`src/pkg/smc_params.svh`:
```
// Purpose: constants for the sleep mode controller
// Assumes: 20 MHz system clock
// Notes: included by smc_ctrl only, not by smc_pkg or smc_wait
// Function
// - Sleep needs arm bit then sleep instruction.
// - Code 000 idle stops core and progmem.
// - Idle wakes on any enabled interrupt.
// - Code 001 stops periph, core, progmem clocks.
// - Noise reduction entry starts enabled conversion.
// - Noise reduction wakes on listed sources only.
// - Timer runs there only if asynchronous; code keeps its clock on in noise reduction either way and gates only its wake.
// - Code 010 power-down stops all clocks.
// - Power-down wakes on listed async sources only.
// - Non-idle modes wake external irqs by level.
// - Power-down wake waits start-up time-out.
// - Core halted four cycles beyond start-up.
// - Register file and SRAM kept across sleep.
// - Reset in sleep restarts at reset vector.
// - Brown-out off in non-idle, non-noise sleep when sleep-off set, back on wake.
// - Wake after brown-out off takes 60 us.
// - Sleep-off bit resets 0, timed write.
// - Code 011 power-save keeps async timer.
// - Codes 110/111 keep oscillator, six-cycle wake.
// - Mode field bits 3:1, 100/101 reserved.
`ifndef SMC_PARAMS_SVH
`define SMC_PARAMS_SVH
`define SMC_CLK_MHZ 20
`define SMC_MODE_LSB 1
`define SMC_MODE_MSB 3
`define SMC_ARM_BIT 0
`define SMC_CTRL_RESET 8'h00
`define SMC_BOSO_RESET 1'b0
`define SMC_HALT_CYCLES 4
`define SMC_STANDBY_CYCLES 6
`define SMC_BOD_WAKE_US 60
`define SMC_BOD_WAKE_CYCLES ((`SMC_BOD_WAKE_US) * (`SMC_CLK_MHZ))
`define SMC_BOSO_WINDOW 4
`define SMC_STARTUP_CYCLES 1024
`endif

```
`src/pkg/smc_pkg.sv`:
```
// Purpose: types for the sleep mode controller
// Assumes: smc_params.svh constants
// Notes: no functions, types only
package smc_pkg;
	typedef enum logic [2:0] {
		SMC_M_IDLE = 3'h0,
		SMC_M_NOISE = 3'h1,
		SMC_M_PDOWN = 3'h2,
		SMC_M_PSAVE = 3'h3,
		SMC_M_RES4 = 3'h4,
		SMC_M_RES5 = 3'h5,
		SMC_M_STBY = 3'h6,
		SMC_M_XSTBY = 3'h7
	} smc_mode_t;

	// Clock domain enables, one bit per domain
	typedef struct packed {
		logic core;
		logic progmem;
		logic periph;
		logic converter;
		logic async_timer;
		logic main_osc;
		logic timer_osc;
	} smc_clk_en_t;

	// Wake requests, already qualified by their own enables
	typedef struct packed {
		logic ext_zero;
		logic ext_one;
		logic ext_zero_level;
		logic ext_one_level;
		logic pin_change;
		logic two_wire_match;
		logic async_timer;
		logic mem_ready;
		logic conv_done;
		logic watchdog;
		logic other_io;
	} smc_wake_t;
endpackage

```
`src/hw/smc_wait.sv`:
```
// Purpose: loadable down-counter timing wake delays
// Assumes: load and count on one clock
// Notes: done is high in the last counted cycle, so a load of N waits N cycles
`timescale 1ns/10ps
module smc_wait #(
	parameter int WIDTH = 16
) (
	input wire logic clk, // System clock
	input wire logic rst_sync_b, // Synchronised reset, low active
	input wire logic load, // Load a new count
	input wire logic [WIDTH-1:0] count, // Cycles to wait
	input wire logic abort, // Drop any running wait
	output logic busy, // Counting
	output logic done // Last counted cycle
);
	logic [WIDTH-1:0] cnt_q;

	initial begin
		if (WIDTH < 4) begin
			$error("smc_wait width too small");
		end
	end

	always_ff @(posedge clk or negedge rst_sync_b) begin
		if (!rst_sync_b) begin
			cnt_q <= '0;
		end else if (abort) begin
			cnt_q <= '0;
		end else if (load) begin
			cnt_q <= count;
		end else if (cnt_q != '0) begin
			cnt_q <= cnt_q - WIDTH'(1);
		end
	end

	// Combinational: a registered flag would stretch every wait by one cycle
	assign done = !abort && (cnt_q == WIDTH'(1));
	assign busy = (cnt_q != '0);
endmodule // smc_wait

```
`src/hw/smc_ctrl.sv`:
```
// Purpose: sleep mode controller, clock gating and wake sequencing
// Assumes: wake inputs from pins pass synchronisers here
// Notes: core reset vector handled by the core on core_reset
`timescale 1ns/10ps
`include "smc_params.svh"
module smc_ctrl #(
	parameter int STARTUP_CYCLES = `SMC_STARTUP_CYCLES,
	parameter int BOD_WAKE_CYCLES = `SMC_BOD_WAKE_CYCLES
) (
	input wire logic clk, // 20 MHz system clock
	input wire logic rst_b, // Async reset, low active
	input wire logic [7:0] ctrl_wdata, // Sleep control reg write data
	input wire logic ctrl_we, // Sleep control reg write strobe
	output logic [7:0] ctrl_rdata, // Sleep control reg read data
	input wire logic boso_wdata, // Brown-out sleep-off write data
	input wire logic boso_unlock, // Timed-sequence enable write
	input wire logic boso_we, // Brown-out sleep-off write strobe
	output logic boso_rdata, // Brown-out sleep-off state
	input wire logic sleep_instr, // Core executes sleep instruction
	input wire logic conv_enabled, // Converter enabled
	input wire logic timer_async, // Timer clocked asynchronously
	input wire logic ext_reset_pin, // External reset request, pin
	input wire logic sys_reset, // Watchdog or brown-out reset
	input wire smc_pkg::smc_wake_t wake_in, // Enabled wake sources
	output smc_pkg::smc_clk_en_t clk_en, // Clock domain enables
	output logic comparator_off, // Comparator powered down
	output logic brownout_on, // Brown-out detector enable
	output logic conv_start, // Start conversion pulse
	output logic asleep, // Device in a sleep mode
	output logic core_halt, // Core held
	output logic core_resume, // Core resumes, run handler
	output logic core_reset, // Core restarts at reset vector
	output logic reserved_sleep // Last sleep ignored, reserved code
);
	typedef enum logic [2:0] {ST_RUN, ST_SLEEP, ST_START, ST_HALT} smc_st_t;

	localparam int WW = 16;

	logic rst_m_q, rst_sync_b;
	logic [1:0] wk_meta_q, wk_sync_q;
	logic erst_meta_q, erst_q;
	logic [7:0] ctrl_q;
	logic boso_q;
	logic [2:0] unlock_cnt_q;
	smc_st_t st_q;
	smc_pkg::smc_mode_t mode_q;
	logic bod_off_q;
	logic via_irq_q;
	logic wake;
	logic rst_wake;
	logic deep;
	logic [WW-1:0] start_cnt;
	logic wt_load, wt_busy, wt_done, wt_abort;
	smc_pkg::smc_mode_t sel;

	initial begin
		if (STARTUP_CYCLES < 1 || STARTUP_CYCLES >= (1 << WW) || BOD_WAKE_CYCLES >= (1 << WW)) begin
			$error("smc_ctrl wait count out of range");
		end
	end

	// ==========================================
	// Reset and pin synchronisers
	always_ff @(posedge clk or negedge rst_b) begin
		if (!rst_b) begin
			rst_m_q <= 1'b0;
			rst_sync_b <= 1'b0;
		end else begin
			rst_m_q <= 1'b1;
			rst_sync_b <= rst_m_q;
		end
	end

	// External level irqs and reset come from pins
	always_ff @(posedge clk or negedge rst_sync_b) begin
		if (!rst_sync_b) begin
			wk_meta_q <= 2'h0;
			wk_sync_q <= 2'h0;
			erst_meta_q <= 1'b0;
			erst_q <= 1'b0;
		end else begin
			wk_meta_q <= {wake_in.ext_zero_level, wake_in.ext_one_level};
			wk_sync_q <= wk_meta_q;
			erst_meta_q <= ext_reset_pin;
			erst_q <= erst_meta_q;
		end
	end

	// ==========================================
	// Control registers
	assign sel = smc_pkg::smc_mode_t'(ctrl_q[`SMC_MODE_MSB:`SMC_MODE_LSB]);
	assign ctrl_rdata = {4'h0, ctrl_q[`SMC_MODE_MSB:`SMC_ARM_BIT]};
	assign boso_rdata = boso_q;

	always_ff @(posedge clk or negedge rst_sync_b) begin
		if (!rst_sync_b) begin
			ctrl_q <= `SMC_CTRL_RESET;
		end else if (ctrl_we) begin
			ctrl_q <= {4'h0, ctrl_wdata[3:0]};
		end
	end

	// Timed write: unlock opens a short window for one write
	always_ff @(posedge clk or negedge rst_sync_b) begin
		if (!rst_sync_b) begin
			unlock_cnt_q <= 3'h0;
		end else if (boso_unlock) begin
			unlock_cnt_q <= 3'(`SMC_BOSO_WINDOW);
		end else if (boso_we) begin
			unlock_cnt_q <= 3'h0;
		end else if (unlock_cnt_q != 3'h0) begin
			unlock_cnt_q <= unlock_cnt_q - 3'h1;
		end
	end

	// Hardware clears the bit once sleep is entered
	always_ff @(posedge clk or negedge rst_sync_b) begin
		if (!rst_sync_b) begin
			boso_q <= `SMC_BOSO_RESET;
		end else if (boso_we && unlock_cnt_q != 3'h0) begin
			boso_q <= boso_wdata;
		end else if (st_q == ST_SLEEP) begin
			boso_q <= 1'b0;
		end
	end

	// ==========================================
	// Wake qualification
	always_comb begin
		rst_wake = erst_q || sys_reset;
		wake = 1'b0;
		unique case (mode_q)
			smc_pkg::SMC_M_IDLE: begin
				wake = wake_in.ext_zero || wake_in.ext_one || wake_in.pin_change || wake_in.two_wire_match
					|| wake_in.async_timer || wake_in.mem_ready || wake_in.conv_done
					|| wake_in.watchdog || wake_in.other_io;
			end
			smc_pkg::SMC_M_NOISE: begin
				wake = wake_in.conv_done || wake_in.watchdog || wake_in.two_wire_match
					|| (wake_in.async_timer && timer_async) || wake_in.mem_ready
					|| (|wk_sync_q) || wake_in.pin_change;
			end
			smc_pkg::SMC_M_PDOWN, smc_pkg::SMC_M_STBY: begin
				wake = wake_in.watchdog || wake_in.two_wire_match || (|wk_sync_q) || wake_in.pin_change;
			end
			smc_pkg::SMC_M_PSAVE, smc_pkg::SMC_M_XSTBY: begin
				wake = wake_in.watchdog || wake_in.two_wire_match || (|wk_sync_q) || wake_in.pin_change
					|| (wake_in.async_timer && timer_async);
			end
			default: begin
				wake = 1'b0;
			end
		endcase
	end

	assign deep = (mode_q != smc_pkg::SMC_M_IDLE) && (mode_q != smc_pkg::SMC_M_NOISE);

	// ==========================================
	// Sleep sequencer
	always_comb begin
		start_cnt = WW'(1);
		if (bod_off_q) begin
			start_cnt = WW'(BOD_WAKE_CYCLES);
		end else if (mode_q == smc_pkg::SMC_M_STBY || mode_q == smc_pkg::SMC_M_XSTBY) begin
			start_cnt = WW'(`SMC_STANDBY_CYCLES);
		end else if (mode_q == smc_pkg::SMC_M_PDOWN || mode_q == smc_pkg::SMC_M_PSAVE) begin
			start_cnt = WW'(STARTUP_CYCLES);
		end
	end

	assign wt_abort = rst_wake;
	assign wt_load = (st_q == ST_SLEEP && wake && !rst_wake) || (st_q == ST_START && wt_done);

	smc_wait #(
		.WIDTH(WW)
	) u_wait (
		.clk(clk),
		.rst_sync_b(rst_sync_b),
		.load(wt_load),
		.count(st_q == ST_SLEEP ? start_cnt : WW'(`SMC_HALT_CYCLES)),
		.abort(wt_abort),
		.busy(wt_busy),
		.done(wt_done)
	);

	always_ff @(posedge clk or negedge rst_sync_b) begin
		if (!rst_sync_b) begin
			st_q <= ST_RUN;
		end else if (rst_wake && st_q != ST_RUN) begin
			st_q <= ST_RUN;
		end else begin
			unique case (st_q)
				ST_RUN: begin
					if (sleep_instr && ctrl_q[`SMC_ARM_BIT] && sel != smc_pkg::SMC_M_RES4
						&& sel != smc_pkg::SMC_M_RES5) begin
						st_q <= ST_SLEEP;
					end
				end
				ST_SLEEP: begin
					if (wake) begin
						st_q <= ST_START;
					end
				end
				ST_START: begin
					if (wt_done) begin
						st_q <= ST_HALT;
					end
				end
				ST_HALT: begin
					if (wt_done) begin
						st_q <= ST_RUN;
					end
				end
			endcase
		end
	end

	always_ff @(posedge clk or negedge rst_sync_b) begin
		if (!rst_sync_b) begin
			mode_q <= smc_pkg::SMC_M_IDLE;
			bod_off_q <= 1'b0;
		end else if (st_q == ST_RUN && sleep_instr && ctrl_q[`SMC_ARM_BIT]) begin
			mode_q <= sel;
			bod_off_q <= boso_q && (sel != smc_pkg::SMC_M_IDLE) && (sel != smc_pkg::SMC_M_NOISE);
		end else if (st_q == ST_RUN) begin
			bod_off_q <= 1'b0;
		end
	end

	// Deep modes: every wake source gone by start-up end, wake without handler
	always_ff @(posedge clk or negedge rst_sync_b) begin
		if (!rst_sync_b) begin
			via_irq_q <= 1'b0;
		end else if (st_q == ST_SLEEP) begin
			via_irq_q <= 1'b1;
		end else if (st_q == ST_START && wt_done) begin
			via_irq_q <= !(deep && (|wk_sync_q) == 1'b0 && !wake);
		end
	end

	always_ff @(posedge clk or negedge rst_sync_b) begin
		if (!rst_sync_b) begin
			conv_start <= 1'b0;
			core_resume <= 1'b0;
			core_reset <= 1'b0;
			reserved_sleep <= 1'b0;
		end else begin
			conv_start <= st_q == ST_RUN && sleep_instr && ctrl_q[`SMC_ARM_BIT]
				&& sel == smc_pkg::SMC_M_NOISE && conv_enabled;
			core_resume <= st_q == ST_HALT && wt_done && via_irq_q;
			core_reset <= rst_wake && st_q != ST_RUN;
			if (st_q == ST_RUN && sleep_instr && ctrl_q[`SMC_ARM_BIT]) begin
				reserved_sleep <= sel == smc_pkg::SMC_M_RES4 || sel == smc_pkg::SMC_M_RES5;
			end
		end
	end

	// ==========================================
	// Clock domain enables; memories stay powered, never cleared
	always_ff @(posedge clk or negedge rst_sync_b) begin
		if (!rst_sync_b) begin
			clk_en <= '1;
			comparator_off <= 1'b0;
			brownout_on <= 1'b1;
			asleep <= 1'b0;
		end else begin
			asleep <= st_q == ST_SLEEP;
			brownout_on <= !(st_q == ST_SLEEP && bod_off_q);
			comparator_off <= st_q == ST_SLEEP && deep;
			if (st_q == ST_SLEEP) begin
				clk_en.core <= 1'b0;
				clk_en.progmem <= 1'b0;
				clk_en.periph <= mode_q == smc_pkg::SMC_M_IDLE;
				clk_en.converter <= mode_q == smc_pkg::SMC_M_IDLE || mode_q == smc_pkg::SMC_M_NOISE;
				clk_en.async_timer <= !deep || ((mode_q == smc_pkg::SMC_M_PSAVE
					|| mode_q == smc_pkg::SMC_M_XSTBY) && timer_async);
				clk_en.main_osc <= !deep || mode_q == smc_pkg::SMC_M_STBY || mode_q == smc_pkg::SMC_M_XSTBY;
				clk_en.timer_osc <= !deep || mode_q == smc_pkg::SMC_M_PSAVE || mode_q == smc_pkg::SMC_M_XSTBY;
			end else if (st_q == ST_START) begin
				clk_en <= '1;
				clk_en.core <= 1'b0;
				clk_en.progmem <= 1'b0;
			end else begin
				clk_en <= '1;
			end
		end
	end

	assign core_halt = st_q != ST_RUN;
endmodule // smc_ctrl

```
`config.mk`:
```
export PLATFORM = sky130hd
export DESIGN_NAME = smc_ctrl
export DESIGN_NICKNAME = d
export VERILOG_FILES = /design/src/pkg/smc_pkg.sv /design/src/hw/smc_wait.sv /design/src/hw/smc_ctrl.sv
export VERILOG_INCLUDE_DIRS = /design/src /design/src/pkg
export SDC_FILE = /design/constraint.sdc
export NUM_CORES = 1
export LEC_CHECK = 0
export ABC_CLOCK_PERIOD_IN_PS = 1800
export BUFFER_PORTS_ARGS = -buffer_cell sky130_fd_sc_hd__buf_2
export CORE_UTILIZATION = 54
export CTS_CLUSTER_SIZE = 28
export DETAILED_ROUTE_END_ITERATION = 8
export PLACE_DENSITY = 0.78
export SLEW_MARGIN = 40
export SYNTH_ARGS = -nofsm -noshare
export SYNTH_HDL_FRONTEND = slang
export SYNTH_SLANG_ARGS = --single-unit
```
`constraint.sdc`:
```
create_clock -name clk -period 1.8 [get_ports clk]
set_input_delay 0.18 -clock clk [delete_from_list [all_inputs] [get_ports clk]]
set_output_delay 0.18 -clock clk [all_outputs]
set_load 0.03 [all_outputs]
```
== Word-level counts from Yosys, hierarchy flattened ==
Index checks and enable logic that the tools add are counted.

* Add/subtract/negate cells: 2
* $mul: 0
* Divide/modulo/power cells: 0
* $lt $le $gt $ge: 0
* Eq/ne operators: 20
* Shift-type cells: 0
* Mux-type cells: 25
* Bitwise operators: 1
* Reduce and logical (&&, ||, !) cells: 75

{| class="wikitable"
|+ Operators with widths
! kind !! count
|-
| $mux 16 || 4
|-
| $mux 11 || 3
|-
| $logic_or 1x1->1 || 30
|-
| $logic_and 1x1->1 || 24
|-
| $mux 3 || 8
|-
| $reduce_bool 3->1 || 6
|-
| $eq 16x1->1 const B || 1
|-
| $reduce_bool 16->1 || 1
|-
| $sub 16x1->16 const B || 1
|-
| $mux 7 || 2
|-
| $eq 3x2->1 const B || 4
|-
| $eq 3x3->1 const B || 4
|-
| $ne 3x2->1 const B || 4
|-
| $pmux 3 s4 || 1
|-
| $eq 3x1->1 const B || 3
|-
| $logic_not 3->1 || 2
|-
| $mux 1 || 6
|-
| $ne 3x1->1 const B || 2
|-
| $ne 3x3->1 const B || 2
|-
| $reduce_bool 2->1 || 3
|-
| $reduce_or 2->1 || 3
|-
| $logic_not 1->1 || 5
|-
| $pmux 1 s4 || 1
|-
| $reduce_and 4->1 || 1
|-
| other kinds (2) || 2
|}

* Register bits: 54
* Bits in latches: 0
* Bits in writable memories: 0
* Memory bits (read-only): 0
* Output and inout bits: 24
* Logic and storage cells: 151
* Memories kept: 0

== Longest topological paths before layout ==
* Word-level depth: 14
* Gate-level depth with buffers: 7
* Mapped depth without buffers: 7

== By module ==
A second synthesis with hierarchy kept.

* Cells, all modules: 240
* Area, all modules: 2585.0 um2

{| class="wikitable"
|+ Modules (own cells, without submodules)
! module !! times used !! cells an instance !! area each (um2) !! seq. area each (um2)
|-
| smc_ctrl || 1 || 135 || 1544.0 || 909.6
|-
| smc_wait || 1 || 105 || 1041.0 || 400.4
|}

== Worst setup path after synthesis ==
OpenSTA, ideal clock, no wires.

* Kind: register to register
* Start point: register st_q[1]
* End point: register u_wait.cnt_q[1]
* Arrival time: 1.710 ns
* Data required time: 1.678 ns
* Setup slack: -0.032 ns
* Stages on the path, launching flop included: 8
* Cell sequence: dfrtp_1 -> inv_1 -> ha_1 -> clkinv_1 -> nor4_1 -> a31o_2 -> nor2_1 -> a32o_1

* Longest elaborated chain between the ends: 6

{| class="wikitable"
|+ Ends and longest elaborated chain
! item !! line !! source
|-
| start: declaration || smc_ctrl.sv:45 || <nowiki>smc_st_t st_q;</nowiki>
|-
| start signal: assignment || smc_ctrl.sv:188 || <nowiki>st_q <= ST_RUN;</nowiki>
|-
| start signal: assignment || smc_ctrl.sv:190 || <nowiki>st_q <= ST_RUN;</nowiki>
|-
| start signal: assignment || smc_ctrl.sv:196 || <nowiki>st_q <= ST_SLEEP;</nowiki>
|-
| $eq 3x1->1 || smc_ctrl.sv:172, smc_ctrl.sv:180 ||
|-
| $logic_and 1x1->1 (2 in a row) || smc_ctrl.sv:172 || <nowiki>assign wt_load = (st_q == ST_SLEEP && wake && !rst_wake) || (st_q == ST_START && wt_done);</nowiki>
|-
| $logic_or 1x1->1 || smc_ctrl.sv:172 ||
|-
| $mux 16 || smc_wait.sv:29 || <nowiki>end else if (load) begin</nowiki>
|-
| $mux 16 || smc_wait.sv:27 || <nowiki>end else if (abort) begin</nowiki>
|-
| end signal: assignment || smc_wait.sv:30 || <nowiki>cnt_q <= count;</nowiki>
|-
| end signal: assignment || smc_wait.sv:32 || <nowiki>cnt_q <= cnt_q - WIDTH'(1);</nowiki>
|-
| end: declaration || smc_wait.sv:16 || <nowiki>logic [WIDTH-1:0] cnt_q;</nowiki>
|}

Several ways; a longest one is shown, not always the timed one.
A chain may end at the register's enable or synchronous reset.

== Final worst setup path ==
* Start point: register u_wait.cnt_q[12]
* End point: register st_q[1]

* Longest elaborated chain between the ends: 4

{| class="wikitable"
|+ Ends and longest elaborated chain
! item !! line !! source
|-
| $eq 16x1->1 * || smc_wait.sv:37 || <nowiki>assign done = !abort && (cnt_q == WIDTH'(1));</nowiki>
|-
| $logic_and 1x1->1 * || smc_wait.sv:37 ||
|-
| $ne 3x2->1 (no line) || - ||
|-
| $reduce_and 4->1 (no line) * || - ||
|}

Mark *: on every way between the ends. The rest lies on a longest branch, timed or not.

==> impl_metrics.tcl <==
set metrics [dict create \
    rrSetupSlack_ps -40 \
    fill_cells 308 \
    insertion_delay_ps 310 \
    synth_area_leaders "dfrtp_1 (46%), dfstp_2 (7.5%), ha_1 (4.1%), nor2_1 (4.0%), mux2_2 (3.7%)" \
    post-synth-top-count-cell "dfrtp_1" \
    yosysTopAreaCell "dfrtp_1" \
    cellPowerDensity_mw_per_mm2 1980 \
    path_buf_inv 1 \
    outcome "finished, violations left" \
    grt_util_all_layers 0.237 \
    setup_viol 1 \
    path_max_fanout 4 \
    syn_avg_cell_area_sq_um 10.9 \
    synthCells 227 \
    ys.flop_type "dfrtp_1" \
    path_cells "nor4_2 -> buf_4 -> and4b_2 -> a21oi_2 -> or4_1 -> a21oi_1" \
    post-route-min-period_ps 1840 \
    remaining_drc_errors 0 \
    final_util 0.736 \
    async_flop_share 1.00 \
    row_count 24 \
    final_antenna_net_count 0 \
    final_nets 346 \
    synth_top_family_by_area "simple AND/OR/NAND/NOR gates" \
    core_area_sq_mm 0.00438 \
    synth-edff-count 0 \
    cts.sinks 52 \
    antenna_found_initial 0 \
    crit_path_max_incr_delay_ps 410 \
    grt_pass1_wl_um 8890 \
    first_pass_iters 4 \
    crit_arrival_ps 2080 \
    io_pins 54 \
    ys_seq_area_frac 0.531 \
    cp-start-kind "flip-flop" \
    routed_wl_um 5120 \
    leakage_nw 1.51 \
    r2r_start "u_wait.cnt_q[12]$_DFFE_PN0P_" \
    pre_cts_ws_ps -49.6 \
    gp_congestion 0.826 \
    die_h_um 69.6 \
    clock-root-buffer "clkbuf_8" \
    cts_tree "built" \
    cts_htree_levels 2 \
    violations "negative setup slack" \
    antenna_cells 0 \
    hold_end "unlock_cnt_q[1]$_DFFE_PN0P_" \
    grt_start_max_net_pins 51 \
    fmax_ghz 0.545 \
    cp_slowest_cell "or4_1" \
    critPathTopFamily "simple AND/OR/NAND/NOR gates" \
    cp.required_ps 2040 \
    rsz0062_at_grt "true" \
    syn-cell-area_sq_mm 0.00247 \
    cts.clk_slew.worst_paths_ps 90 \
    dieArea_sq_mm 0.00484 \
    clockBufferDepth 2 \
    io_buffers 45 \
    skew_ps 5.47 \
    yosysUniqueCellTypes 49 \
    worst_pin_slew_ps 596 \
    netlist.area_leader.share 0.456 \
    yosys.area_share.simple 0.192 \
    routedWlPerCell_um 14.2 \
    ys_ff_latch 52 \
    hold_viol 0 \
    slew_headroom 0.603 \
    drv_cap 0 \
    overflow 0 \
    drt_iter0_markers 122 \
    hold_depth 2 \
    grt_pass1_vias 2015 \
    synth_xor_area_frac 0.0532 \
    r2r_end "st_q[1]$_DFFE_PN0P_" \
    cp-end-kind "flip-flop" \
    dieWidth_um 69.6 \
    finalCritPeriodShare 1.02 \
    initial_utilization 0.563 \
    slew_violations 0 \
    layout-drive-gt1-share 0.424 \
    holdWs_ps 41.3 \
    vias 1971 \
    synth_compound_area_frac 0.100 \
    hp-class "in -> reg" \
    path_class "reg -> reg" \
    area_growth_pct 30.8 \
    cts_buffers 5 \
    synthAdderAreaFrac 0.0406 \
    synth_common_cells "dfrtp_1 (45), nor2_1 (26), inv_1 (11), nand2_1 (11), a21oi_1 (10)" \
    dp_hpwl_um 3700 \
    synth.area.mux_share 0.0406 \
    power_mw 6.40 \
    ir_drop_mv 0.914 \
    avgViaCountPerCell 5.46 \
    min-delay-start "boso_unlock" \
    rr_worst_depth 6 \
    worst_slack_ps -36.5 \
    yosysWarnings 0 \
]
-- power by group --
group,internal [mW],switching [mW]
combinational,1.78,1.94
clock,0.419,0.391
sequential,1.55,0.314
total,3.75,2.64
-- what timing repair did --
action,4_1_cts,5_1_grt
pin swaps,0,6
resized for setup,4,22
hold buffers,4,0
endpoints found under the hold margin,5,0
setup buffers,0,5
endpoints found under the setup margin,5,19
-- sequential cells by signal, indices dropped and copies added, names as in the netlist, 2 cells and up --
| signal | cells |
|---|---|
| wk_sync_q | 2 |
| mode_q | 3 |
| st_q | 2 |
| wk_meta_q | 2 |
| clk_en | 6 |
| u_wait.cnt_q | 16 |
| ctrl_q | 4 |
| unlock_cnt_q | 3 |
-- layer usage --
layer  GRT usage  part of all wire  vias up
met5           0                 0        -
met4      0.0794             0.022        0
met3      0.0654             0.040       11
met2       0.398              0.51       47
met1       0.294              0.42      949
li1            -                 -      964
-- worst reg2reg max path, cell delays in order, from the launching register on --
cell and delay (ps):
dfrtp_1 400, nor4_2 280, buf_4 160, and4b_2 290
a21oi_2 100, or4_1 410, a21oi_1 140
-- cells by family (layout without fill, tap and decap cells) --
group | count (synthesis) | in the layout
buf+inv | 20 | 99
mux | 9 | 9
flops | 52 | 52
simple gates | 84 | 84
fa+ha+maj | 8 | 8
xor+xnor | 15 | 15
other cells | 2 | 5
compound gates | 37 | 37
-- stage by stage --
stage	cells	setup TNS, ps	area [sq um]
after floorplan	230	0	2480
after global placement	344	-17.3	2910
after CTS	356	-9.67	3080
after global routing	361	-1270	3230
after detailed placement	344	-60.5	2910
final	361	-36.5	3230
-- cell usage in the layout, fill, tap and decap left out, types with 4 or more instances in the layout --
cell / synthesis / layout
xor2_1: 8 / 8
nor2b_1: 5 / 4
o31ai_1: 6 / 4
mux2_2: 8 / 8
nand2_1: 11 / 11
clkbuf_8: 0 / 5
o21ai_0: 5 / 4
conb_1: 2 / 5
inv_1: 11 / 11
xnor2_1: 7 / 6
dfrtp_1: 45 / 42
a21oi_1: 10 / 10
buf_2: 2 / 45
nand4_1: 4 / 4
nor2_1: 26 / 23
dfstp_2: 7 / 7
buf_4: 5 / 30
dlygate4sd3_1: 0 / 4
ha_1: 8 / 7
nor3_1: 7 / 7
-- worst max path at each step --
stage / startpoint / endpoint / slack [ps] / cells after the start
after floorplan: st_q[1]$_DFFE_PN0P_ / u_wait.cnt_q[1]$_DFFE_PN0P_ / 30 / 7
after global placement: mode_q[0]$_DFFE_PN0P_ / st_q[1]$_DFFE_PN0P_ / -20 / 6
after detailed placement: mode_q[0]$_DFFE_PN0P_ / st_q[1]$_DFFE_PN0P_ / -50 / 6
after CTS: mode_q[0]$_DFFE_PN0P_ / st_q[1]$_DFFE_PN0P_ / -10 / 6
after global routing: u_wait.cnt_q[3]$_DFFE_PN0P_ / u_wait.cnt_q[10]$_DFFE_PN0P_ / -120 / 6
final: u_wait.cnt_q[12]$_DFFE_PN0P_ / st_q[1]$_DFFE_PN0P_ / -40 / 6
-- layout make-up --
class,count,area (sq um),area share
multi-input cells,158,1200,0.371
inverters,12,46.3,0.0143
repair buffers,79,490,0.152
clock inverters,3,46.3,0.0143
flip-flops and latches,52,1310,0.407
clock buffers,5,68.8,0.0213
well taps,52,65.1,0.0202
No activity file was read; power rests on OpenSTA's default activity.
